===== config.mk =====
export PLATFORM = sky130hd
export DESIGN_NAME = fpls_core
export DESIGN_NICKNAME = d
export VERILOG_FILES = /design/src/fpls_pkg.sv /design/src/fpls_core.sv
export VERILOG_INCLUDE_DIRS = /design/src
export SDC_FILE = /design/constraint.sdc
export NUM_CORES = 1
export LEC_CHECK = 0
export ABC_AREA = 0
export BUFFER_PORTS_ARGS = -buffer_cell sky130_fd_sc_hd__clkbuf_2
export CORE_AREA = 2 2 155 157
export CTS_BUF_LIST = sky130_fd_sc_hd__clkbuf_8
export CTS_CLUSTER_DIAMETER = 60
export DETAILED_ROUTE_END_ITERATION = 6
export DIE_AREA = 0 0 157 159
export GPL_TIMING_DRIVEN = 1
export PLACE_DENSITY = 0.75
export REMOVE_ABC_BUFFERS = 1
export SYNTH_ARGS = -nofsm -noshare
export SYNTH_HDL_FRONTEND = slang
export SYNTH_SLANG_ARGS = --single-unit

===== constraint.sdc =====
create_clock -name mclk -period 5 [get_ports mclk]
set_clock_uncertainty 0.1 [all_clocks]
set_input_delay 0.25 -clock mclk [delete_from_list [all_inputs] [get_ports mclk]]
set_output_delay 0.25 -clock mclk [all_outputs]
set_load 0.01 [all_outputs]

===== src/fpls_map.svh =====
// Register map, field positions, reset values and cycle counts of the FP stacking unit
`ifndef FPLS_MAP_SVH
`define FPLS_MAP_SVH
`define FPLS_FPCC_ADDR 32'hE000_EF34
`define FPLS_STAT_ADDR 32'hE000_EF38
`define FPLS_DSE_BIT 30
`define FPLS_PEND_BIT 0
`define FPLS_FPCC_RST 32'h4000_0000
`define FPLS_DIV_CYC 4'hE
`define FPLS_ISR_MIN 5'h0C
`define FPLS_CORE_LAST 5'h07
`define FPLS_FP_FIRST 5'h08
`define FPLS_FP_LAST 5'h18
`define FPLS_FRAME_BYTES 32'h0000_0068
`endif


===== src/fpls_pkg.sv =====
// Types shared by the FP stacking unit
package fpls_pkg;
  typedef enum logic [2:0] {
    ST_IDLE, ST_PUSH, ST_ENTRY_WAIT, ST_ISR, ST_RET_WAIT, ST_POP
  } fpls_state_e;
  typedef struct packed {
    logic valid;
    logic sqrt;
    logic [4:0] dest;
  } fpls_issue_s;
  typedef struct packed {
    logic valid;
    logic sqrt;
    logic [4:0] dest;
    logic [31:0] data;
  } fpls_wb_s;
  typedef struct packed {
    logic req;
    logic write;
    logic [31:0] addr;
    logic [31:0] wdata;
  } fpls_mem_s;
endpackage


===== src/fpls_core.sv =====
// FP divide completion and deferred FP context stacking around exception entry and return
//
// The Avalon-MM interface to the registers was left to the implementer.
`timescale 1ns/1ns
`include "fpls_map.svh"
module fpls_core import fpls_pkg::*; (
  // Clock and reset
  input wire logic mclk,
  input wire logic rst,
  // Avalon-MM slave
  input wire logic [31:0] avs_address,
  input wire logic avs_read,
  input wire logic avs_write,
  input wire logic [31:0] avs_writedata,
  input wire logic [3:0] avs_byteenable,
  output logic [31:0] avs_readdata,
  output logic avs_waitrequest,
  // Divide issue and writeback
  input wire fpls_issue_s issue,
  input wire logic [31:0] divResult,
  output fpls_wb_s wb,
  output logic divBusy,
  // Core events
  input wire logic excTake,
  input wire logic [31:0] stackPtr,
  input wire logic fpUse,
  input wire logic excRet,
  output logic isrStart,
  output logic fpStall,
  output logic retDone,
  // Context read port and stack memory
  output logic [4:0] ctxIdx,
  input wire logic [31:0] ctxData,
  output fpls_mem_s mem,
  input wire logic memAck,
  input wire logic [31:0] memRdata,
  output logic restoreValid,
  output logic [4:0] restoreIdx,
  output logic [31:0] restoreData
);

  function automatic logic [31:0] stackAddr(input logic [31:0] base, input logic [4:0] idx);
    stackAddr = base + {25'h000_0000, idx, 2'b00};
  endfunction

  // Register file
  logic dseReg, dseNext;
  logic [31:0] rdReg, rdNext;
  logic waitReg, waitNext;
  // Divider
  logic [3:0] divCntReg, divCntNext;
  logic busyReg, busyNext;
  fpls_issue_s opReg, opNext;
  fpls_wb_s wbReg, wbNext;
  // Sequencer
  fpls_state_e stReg, stNext;
  logic [4:0] idxReg, idxNext, lastReg, lastNext, ctxReg, ctxNext;
  logic [4:0] entCntReg, entCntNext;
  logic entryReg, entryNext, lazyEntReg, lazyEntNext, pendReg, pendNext;
  logic [31:0] baseReg, baseNext;
  fpls_mem_s memReg, memNext;
  logic isrReg, isrNext, stallReg, stallNext, retReg, retNext;
  logic rvReg, rvNext;
  logic [4:0] riReg, riNext;
  logic [31:0] rdatReg, rdatNext;
  logic busAcc, fpccWr;

  assign busAcc = (avs_read || avs_write) && !waitReg;
  assign fpccWr = busAcc && avs_write && avs_address == `FPLS_FPCC_ADDR;

  // One wait cycle per access; unmapped reads give zero, unmapped writes are dropped
  always_comb begin
    dseNext = dseReg;
    rdNext = rdReg;
    waitNext = 1'b1;
    if ((avs_read || avs_write) && waitReg) begin
      waitNext = 1'b0;
      rdNext = 32'h0000_0000;
      if (avs_address == `FPLS_FPCC_ADDR) begin
        rdNext[`FPLS_DSE_BIT] = dseReg;
        rdNext[`FPLS_PEND_BIT] = pendReg;
      end else if (avs_address == `FPLS_STAT_ADDR) begin
        rdNext[0] = busyReg;
        rdNext[1] = pendReg;
        rdNext[2] = stallReg;
        rdNext[7:4] = divCntReg;
      end
    end
    if (fpccWr && avs_byteenable[3]) begin
      dseNext = avs_writedata[`FPLS_DSE_BIT];
    end
  end

  always_ff @(posedge mclk) begin
    if (rst) begin
      dseReg <= 1'b1;
      rdReg <= 32'h0000_0000;
      waitReg <= 1'b1;
    end else begin
      dseReg <= dseNext;
      rdReg <= rdNext;
      waitReg <= waitNext;
    end
  end

  // Divider runs on its own; the sequencer never cancels it
  always_comb begin
    divCntNext = divCntReg;
    busyNext = busyReg;
    opNext = opReg;
    wbNext = wbReg;
    wbNext.valid = 1'b0;
    if (busyReg) begin
      divCntNext = divCntReg + 4'h1;
      if (divCntReg == `FPLS_DIV_CYC - 4'h1) begin
        busyNext = 1'b0;
        wbNext = '{valid: 1'b1, sqrt: opReg.sqrt, dest: opReg.dest, data: divResult};
      end
    end else if (issue.valid) begin
      busyNext = 1'b1;
      divCntNext = 4'h1;
      opNext = issue;
    end
  end

  always_ff @(posedge mclk) begin
    if (rst) begin
      divCntReg <= 4'h0;
      busyReg <= 1'b0;
      opReg <= '0;
      wbReg <= '0;
    end else begin
      divCntReg <= divCntNext;
      busyReg <= busyNext;
      opReg <= opNext;
      wbReg <= wbNext;
    end
  end

  // Stacking sequencer
  always_comb begin
    stNext = stReg;
    idxNext = idxReg;
    lastNext = lastReg;
    ctxNext = ctxReg;
    entCntNext = entCntReg;
    entryNext = entryReg;
    lazyEntNext = lazyEntReg;
    pendNext = pendReg;
    baseNext = baseReg;
    memNext = memReg;
    isrNext = 1'b0;
    retNext = 1'b0;
    rvNext = 1'b0;
    riNext = riReg;
    rdatNext = rdatReg;
    if (stReg == ST_PUSH || stReg == ST_ENTRY_WAIT) begin
      if (entCntReg != 5'h1F) begin
        entCntNext = entCntReg + 5'h01;
      end
    end
    case (stReg)
      ST_IDLE: begin
        if (excTake) begin
          stNext = ST_PUSH;
          baseNext = stackPtr - `FPLS_FRAME_BYTES;
          idxNext = 5'h00;
          ctxNext = 5'h00;
          entryNext = 1'b1;
          entCntNext = 5'h01;
          lazyEntNext = dseReg;
          pendNext = dseReg;
          lastNext = dseReg ? `FPLS_CORE_LAST : `FPLS_FP_LAST;
        end
      end
      ST_PUSH, ST_POP: begin
        if (memReg.req && memAck) begin
          if (stReg == ST_POP) begin
            rvNext = 1'b1;
            riNext = idxReg;
            rdatNext = memRdata;
          end
          if (idxReg == lastReg) begin
            memNext.req = 1'b0;
            if (stReg == ST_POP) begin
              stNext = ST_IDLE;
              retNext = 1'b1;
            end else begin
              stNext = entryReg ? ST_ENTRY_WAIT : ST_ISR;
              if (!entryReg) begin
                pendNext = 1'b0;
              end
            end
          end else begin
            idxNext = idxReg + 5'h01;
            memNext.addr = stackAddr(baseReg, idxReg + 5'h01);
            memNext.wdata = ctxData;
            memNext.req = !(idxReg + 5'h01 >= `FPLS_FP_FIRST && busyReg);
            // Held-back word must be presented again when the push resumes
            ctxNext = memNext.req ? idxReg + 5'h02 : idxReg + 5'h01;
          end
        end else if (!memReg.req && !(idxReg >= `FPLS_FP_FIRST && busyReg)) begin
          memNext = '{req: 1'b1, write: stReg == ST_PUSH, addr: stackAddr(baseReg, idxReg),
                      wdata: ctxData};
          ctxNext = idxReg + 5'h01;
        end
      end
      ST_ENTRY_WAIT: begin
        if (entCntNext >= `FPLS_ISR_MIN) begin
          stNext = ST_ISR;
          isrNext = 1'b1;
          entryNext = 1'b0;
        end
      end
      ST_ISR: begin
        if (excRet) begin
          stNext = ST_RET_WAIT;
          idxNext = 5'h00;
          ctxNext = 5'h00;
          lastNext = pendReg ? `FPLS_CORE_LAST : `FPLS_FP_LAST;
        end else if (fpUse && pendReg) begin
          stNext = ST_PUSH;
          idxNext = `FPLS_FP_FIRST;
          ctxNext = `FPLS_FP_FIRST;
          lastNext = `FPLS_FP_LAST;
        end
      end
      ST_RET_WAIT: begin
        if (!busyReg) begin
          stNext = ST_POP;
          pendNext = 1'b0;
        end
      end
      default: begin
        stNext = ST_IDLE;
      end
    endcase
    stallNext = stNext == ST_PUSH && !entryNext;
  end

  always_ff @(posedge mclk) begin
    if (rst) begin
      stReg <= ST_IDLE;
      idxReg <= 5'h00;
      lastReg <= 5'h00;
      ctxReg <= 5'h00;
      entCntReg <= 5'h00;
      entryReg <= 1'b0;
      lazyEntReg <= 1'b0;
      pendReg <= 1'b0;
      baseReg <= 32'h0000_0000;
      memReg <= '0;
      isrReg <= 1'b0;
      stallReg <= 1'b0;
      retReg <= 1'b0;
      rvReg <= 1'b0;
      riReg <= 5'h00;
      rdatReg <= 32'h0000_0000;
    end else begin
      stReg <= stNext;
      idxReg <= idxNext;
      lastReg <= lastNext;
      ctxReg <= ctxNext;
      entCntReg <= entCntNext;
      entryReg <= entryNext;
      lazyEntReg <= lazyEntNext;
      pendReg <= pendNext;
      baseReg <= baseNext;
      memReg <= memNext;
      isrReg <= isrNext;
      stallReg <= stallNext;
      retReg <= retNext;
      rvReg <= rvNext;
      riReg <= riNext;
      rdatReg <= rdatNext;
    end
  end

  assign avs_readdata = rdReg;
  assign avs_waitrequest = waitReg;
  assign wb = wbReg;
  assign divBusy = busyReg;
  assign isrStart = isrReg;
  assign fpStall = stallReg;
  assign retDone = retReg;
  assign ctxIdx = ctxReg;
  assign mem = memReg;
  assign restoreValid = rvReg;
  assign restoreIdx = riReg;
  assign restoreData = rdatReg;

  AST_DIV_LAT: assert property (@(posedge mclk) disable iff (rst)
    !busyReg && issue.valid |-> ##14 wbReg.valid)
    else $error("divide result not written 14 cycles after issue");
  AST_DIV_CAUSE: assert property (@(posedge mclk) disable iff (rst)
    wbReg.valid |-> $past(busyReg) && $past(divCntReg) == 4'hD)
    else $error("divide writeback without matching issue");
  AST_NO_ABORT: assert property (@(posedge mclk) disable iff (rst)
    busyReg && (excTake || stReg != ST_IDLE) |=> busyReg || wbReg.valid)
    else $error("divide aborted by exception entry");
  AST_LAZY_SKIP: assert property (@(posedge mclk) disable iff (rst)
    memReg.req && memReg.write && entryReg && idxReg >= 5'h08 |-> !lazyEntReg)
    else $error("FP words stacked at entry with deferral on");
  AST_RST_EN: assert property (@(posedge mclk)
    rst |=> dseReg)
    else $error("deferral enable not set after reset");
  AST_ISR_MIN: assert property (@(posedge mclk) disable iff (rst)
    stReg == ST_IDLE && excTake |=> !isrReg [*8] ##1 !isrReg [*3])
    else $error("handler started sooner than 12 cycles after entry");
  AST_FPCC_WR: assert property (@(posedge mclk) disable iff (rst)
    fpccWr && avs_byteenable[3] |=> dseReg == $past(avs_writedata[30]))
    else $error("deferral enable write not taken");
  AST_COMMIT: assert property (@(posedge mclk) disable iff (rst)
    busyReg && divCntReg == 4'hD |=> wbReg.valid && !busyReg)
    else $error("divide result not committed");
  AST_FP_STALL: assert property (@(posedge mclk) disable iff (rst)
    memReg.req && idxReg >= 5'h08 || stReg == ST_POP |-> !busyReg)
    else $error("FP state moved while divide outstanding");

endmodule // fpls_core


# [Word level (Yosys, flattened, before mapping)]
# Cells that the tools add are included.
[totals] ff_bits=224 elab_cells=167
[op_classes] n_addsub=7 n_lt_le_gt_ge=3 n_eq_ne=22 muxes=61 n_bitwise=5 reduce_logical=40
[ops] operator="2-to-1 mux 64 bit" n=2
[ops] operator="2-to-1 mux 5 bit" n=18
[ops] operator="2-to-1 mux 66 bit" n=1
[ops] operator="adder 32 x 7 -> 32 bit" n=2
[ops] operator="== test 32 bit (second input constant)" n=2
[ops] operator="2-to-1 mux 39 bit" n=1
[ops] operator="subtractor 32 x 7 -> 32 bit (second input constant)" n=1
[ops] operator="case mux 5 bit (3 select lines)" n=2
[ops] operator="2-to-1 mux 3 bit" n=8
[ops] operator="2-to-1 mux 1 bit" n=19
[ops] operator="2-to-1 mux 4 bit" n=4
[ops] operator="!= test 2 bit (second input constant)" n=8
[ops] operator="greater-or-equal comparator 5 x 4 -> 1 bit (second input constant)" n=3
[ops] operator="case mux 3 bit (5 select lines)" n=1
[ops] operator="AND reduction 3 bit" n=4
[ops] operator="logical AND 1 bit" n=11
[ops] operator="adder 5 x 1 -> 5 bit (second input constant)" n=2
[ops] operator="case mux 5 bit (2 select lines)" n=1
[ops] operator="AND reduction 5 bit" n=2
[ops] operator="!= test 3 bit (second input constant)" n=3
[ops] operator="AND reduction 2 bit" n=4
[ops] operator="AND reduction 7 bit" n=1
[ops] operator="== test 3 x 1 -> 1 bit (second input constant)" n=2
[ops] operator="== test 3 x 2 -> 1 bit (second input constant)" n=2
[ops] operator="other kinds (18)" n=34

# [Longest topological paths before layout]
[logic_depth] word_depth=8 depth_mapped=12

# [Least setup slack after synthesis]
# No wires, ideal clock.
[synth_timing] kind="reg-to-reg" startpoint="register idxReg[1]" endpoint="register memReg, in the netlist mem[61]" setup_ns=0.088 arrival_ns=2.668 required_ns=4.812 setup_slack_ns=2.144 stages_incl_launch_ff=11 synth_period_minus_slack_ns=2.856 path_cell_list="dfxtp_1 ha_1 nand2_1 xnor2_1 ha_1 o21ai_1 o21bai_1 nand2_1 or3_1 a21o_1 a311oi_2"
[synth_via] elab_chain_cells=6
[synth_rtl] element="start, declared" line="fpls_core.sv:57" source="logic [4:0] idxReg, idxNext, lastReg, lastNext, ctxReg, ctxNext;"
[synth_rtl] element="start signal, assigned" line="fpls_core.sv:261" source="idxReg <= idxNext;"
[synth_rtl] element="parallel branches: the longest is 6 deep, another holds adder 32 x 7 -> 32 bit"
[synth_rtl] element="end signal, assigned" line="fpls_core.sv:269" source="memReg <= memNext;"
[synth_rtl] element="end, declared" line="fpls_core.sv:61" source="fpls_mem_s memReg, memNext;"
# Parallel ways; which one is timed is not known. The select of a mux whose other input is x is not followed.
# A chain may end at the register's enable or synchronous reset.

# [Worst setup path in the final report]
[layout_timing] startpoint="register idxReg[2]" endpoint="register memReg, in the netlist mem[61]"
# Same word-level chain as after synthesis.

==> key figures <==
Run status
  – Status: completed

Synth
  – Top post-synthesis cells by area: dfxtp_1 (42%), nand2_1 (8.3%), a21oi_1 (7.7%)
  – Register area share after synthesis: 0.4192
  – Post-synth EDFFs: 0
  – Avg Cell Area, Syn: ~8 µm²
  – Async S/R FF share, synth: 0
  – Top-count cell post-synth: nand2_1
  – Cell taking the most area after synthesis: dfxtp_1
  – Number of library cell types mapped by synthesis: 80
  – Synth top cells by count: nand2_1 (232), dfxtp_1 (221), a21oi_1 (162), nor2_1 (107), clkbuf_1 (61)
  – Syn Std Cell Area: 10550 µm²
  – Mapped Cells: 1311
  – Main synth FF type: dfxtp_1
  – Number of synthesis warnings: 0
  – Synthesis-stage register bit count: around 220
  – Share of the synthesized area in the top cell type: 0.4192

Setup path
  – CP delay by family, top: compound AO/OA/AOI/OAI gates
  – Crit Path Category: reg2reg
  – Startpoint types: flop
  – Critical path capture point type: flop
  – Slowest stage delay, CP: 0.57 ns
  – Critical path arrival: between 3 and 4 ns
  – CP Max Fanout: 10
  – Crit-path slowest cell: dfxtp_1
  – CP cell instances: ha_1 -> nand2_1 -> xnor2_1 -> ha_1 -> o21ai_1 -> o21bai_1 -> nand2_1 -> or3_1 -> a21o_1 -> a311oi_2
  – Worst Path Buf+Inv: 0
  – Data required time of the worst path: 5.34 ns

Timing
  – Worst Tran Pin Value: about 1.2 ns
  – Fin. max-slew vios: 0
  – Post-route minimum period: 3.517 ns
  – Setup violators final: 0
  – RSZ-0062 raised after global routing: no
  – Slew HR: 0.1811
  – FMAX: 284.3 MHz
  – Setup tns final: 0 ns
  – Final Hold Fails: 0
  – Crit share post-route: 0.7034

Die
  – Die Span Y: 159 µm
  – I/O Pins: 396
  – Die X: 157 µm
  – Starting Density: 0.4551
  – Full die area: 24960 µm²
  – Row cnt: 56
  – Area of the core: 23190 µm²

Detailed routing
  – Initial DRC Count: 1227
  – Antenna Nets Post-Route: 0
  – Remaining DRCs: 0
  – Vias per cell: 5.415
  – Routed via count: 11334
  – WL/cell: 17.02 µm
  – Drt pass-1 iters: 6
  – WL final: about 36000 µm

CTS
  – CTS root buf: clkbuf_8
  – H-Tree Depth: 2
  – Number of CTS-inserted buffers: 38
  – Later-pin clock latency in the skew report: 0.53 ns
  – Clk sinks: 221
  – Post-CTS sizing: 0
  – Worst-path clk slew: 0.06 ns
  – CTS Buffer Depth: 3
  – Hold Buf Count CTS: 135
  – CTS tree: done
  – Setup Buffers After CTS: 0

GRT
  – Initial antenna violation count: 2
  – Total global routing overflow: 0
  – Global-route wire length before repair: about 56000 µm
  – Largest net degree at the start of global routing: 75
  – Vias in the first global route: 10862
  – Total track usage: 0.2775

Final layout
  – Share of cells above drive strength 1: 0.2455
  – Syn-to-layout area delta: 36.93%
  – Nets: 1974

Pwr
  – Pwr per Cell Area: just under 300 nW/µm²
  – VDD IR-drop max: between 0.15 and 0.2 mV
  – Total Power: 4.279 mW
  – P_leak: 5.977 nW

Placed design
  – Buffers on Ports: 337
  – Post-DP HPWL: 22500 µm
  – RD Place Congestion: 0.8956

Worst hold path
  – Worst min-delay path category: in2reg

Run
  – Max-Cap Viols: 0
-- worst register-to-register path, cell delays in order, from the launching register on --
cell	delay, ns
dfxtp_1	0.57
ha_1	0.28
nand2_1	0.08
xnor2_1	0.37
ha_1	0.25
o21ai_1	0.12
o21bai_1	0.52
nand2_1	0.35
or3_1	0.39
a21o_1	0.19
a311oi_2	0.24
-- routing by layer --
metal / track usage / share of wire
met5: 0 / 0
met4: 0.1606 / 0.062
met3: 0.08383 / 0.094
met2: 0.4478 / 0.46
met1: 0.3253 / 0.38
-- metrics by stage --
| step | cells | hold slack [ns] | setup WS [ns] | area, µm² | utilization |
|---|---|---|---|---|---|
| after floorplan | 1222 | 0.2146 | 0.9849 | 10100 | - |
| after global placement | 1888 | 0.3378 | 1.581 | 12300 | 0.5305 |
| after detailed placement | 1888 | 0.3421 | 1.575 | 12300 | 0.5305 |
| after CTS | 2091 | 0.004444 | 1.556 | 14450 | 0.6229 |
| after global routing | 2092 | 0.02686 | 1.253 | 14450 | 0.6230 |
| final | 2093 | 0.01832 | 1.483 | 14450 | 0.6231 |
-- where the power goes --
part / total (mW) / switching (mW) / internal (mW)
Combinational: 0.662 / 0.372 / 0.290
Clock: 1.69 / 0.732 / 0.962
Sequential: 1.92 / 0.0813 / 1.84
Total: 4.28 / 1.19 / 3.09
-- placed cells by master, fill, tap and decap left out, types with 7 or more instances in the layout --
cell,n
nand4_1,16
nor4_1,11
a22oi_1,10
inv_1,30
a211oi_1,32
xnor2_1,33
a31oi_1,8
a21o_1,9
dlygate4sd3_1,135
mux2i_1,14
o21ai_0,41
xor2_1,11
nor2_1,107
buf_4,9
a21oi_1,162
o211ai_1,8
a22o_1,7
nor3_1,30
dfxtp_1,221
clkbuf_2,336
ha_1,17
conb_1,24
nand3_1,59
nand2b_1,10
clkbuf_8,44
a311oi_1,7
nand2_1,232
-- path summary, 6_finish.rpt --
| kind | startpoint | to | slack, ns | depth (start not counted) |
|---|---|---|---|---|
| setup / recovery | idxReg[2] | mem[61] | 1.48 | 10 |
| hold / removal | stackPtr[16] | baseReg[16] | 0.02 | 3 |
| setup reg to reg | idxReg[2] | mem[61] | 1.48 | 10 |
| hold reg to reg | opReg[2] | wb[34] | 0.35 | 2 |
-- cell type report --
type	instances	area, µm²
fill	1957	8741
antenna	2	5.005
clock buffer	44	605.6
tap	319	399.1
inverter	15	56.30
multi-input combinational	986	5644
sequential	221	4424
clock inverter	24	185.2
timing repair buffer	482	3132
-- logic make-up after synthesis --
group | synth area share
XOR/XNOR | 0.03651
flip-flops | 0.4192
adder cells (fa/ha/maj) | 0.02395
AND/OR/NAND/NOR | 0.2441
other | 0.0003553
buffers and inverters | 0.05643
AO/OA/AOI/OAI | 0.2051
multiplexers | 0.01434
-- sequential cells by signal (all words and copies together), names as in the netlist, 3 cells and up --
register      flops
mem              66
wb               39
baseReg          32
restoreData      32
avs_readdata      8
opReg             6
ctxIdx            5
entCntReg         5
idxReg            5
restoreIdx        5
divCntReg         4
stReg             3
No activity file was read; power rests on OpenSTA's default activity.
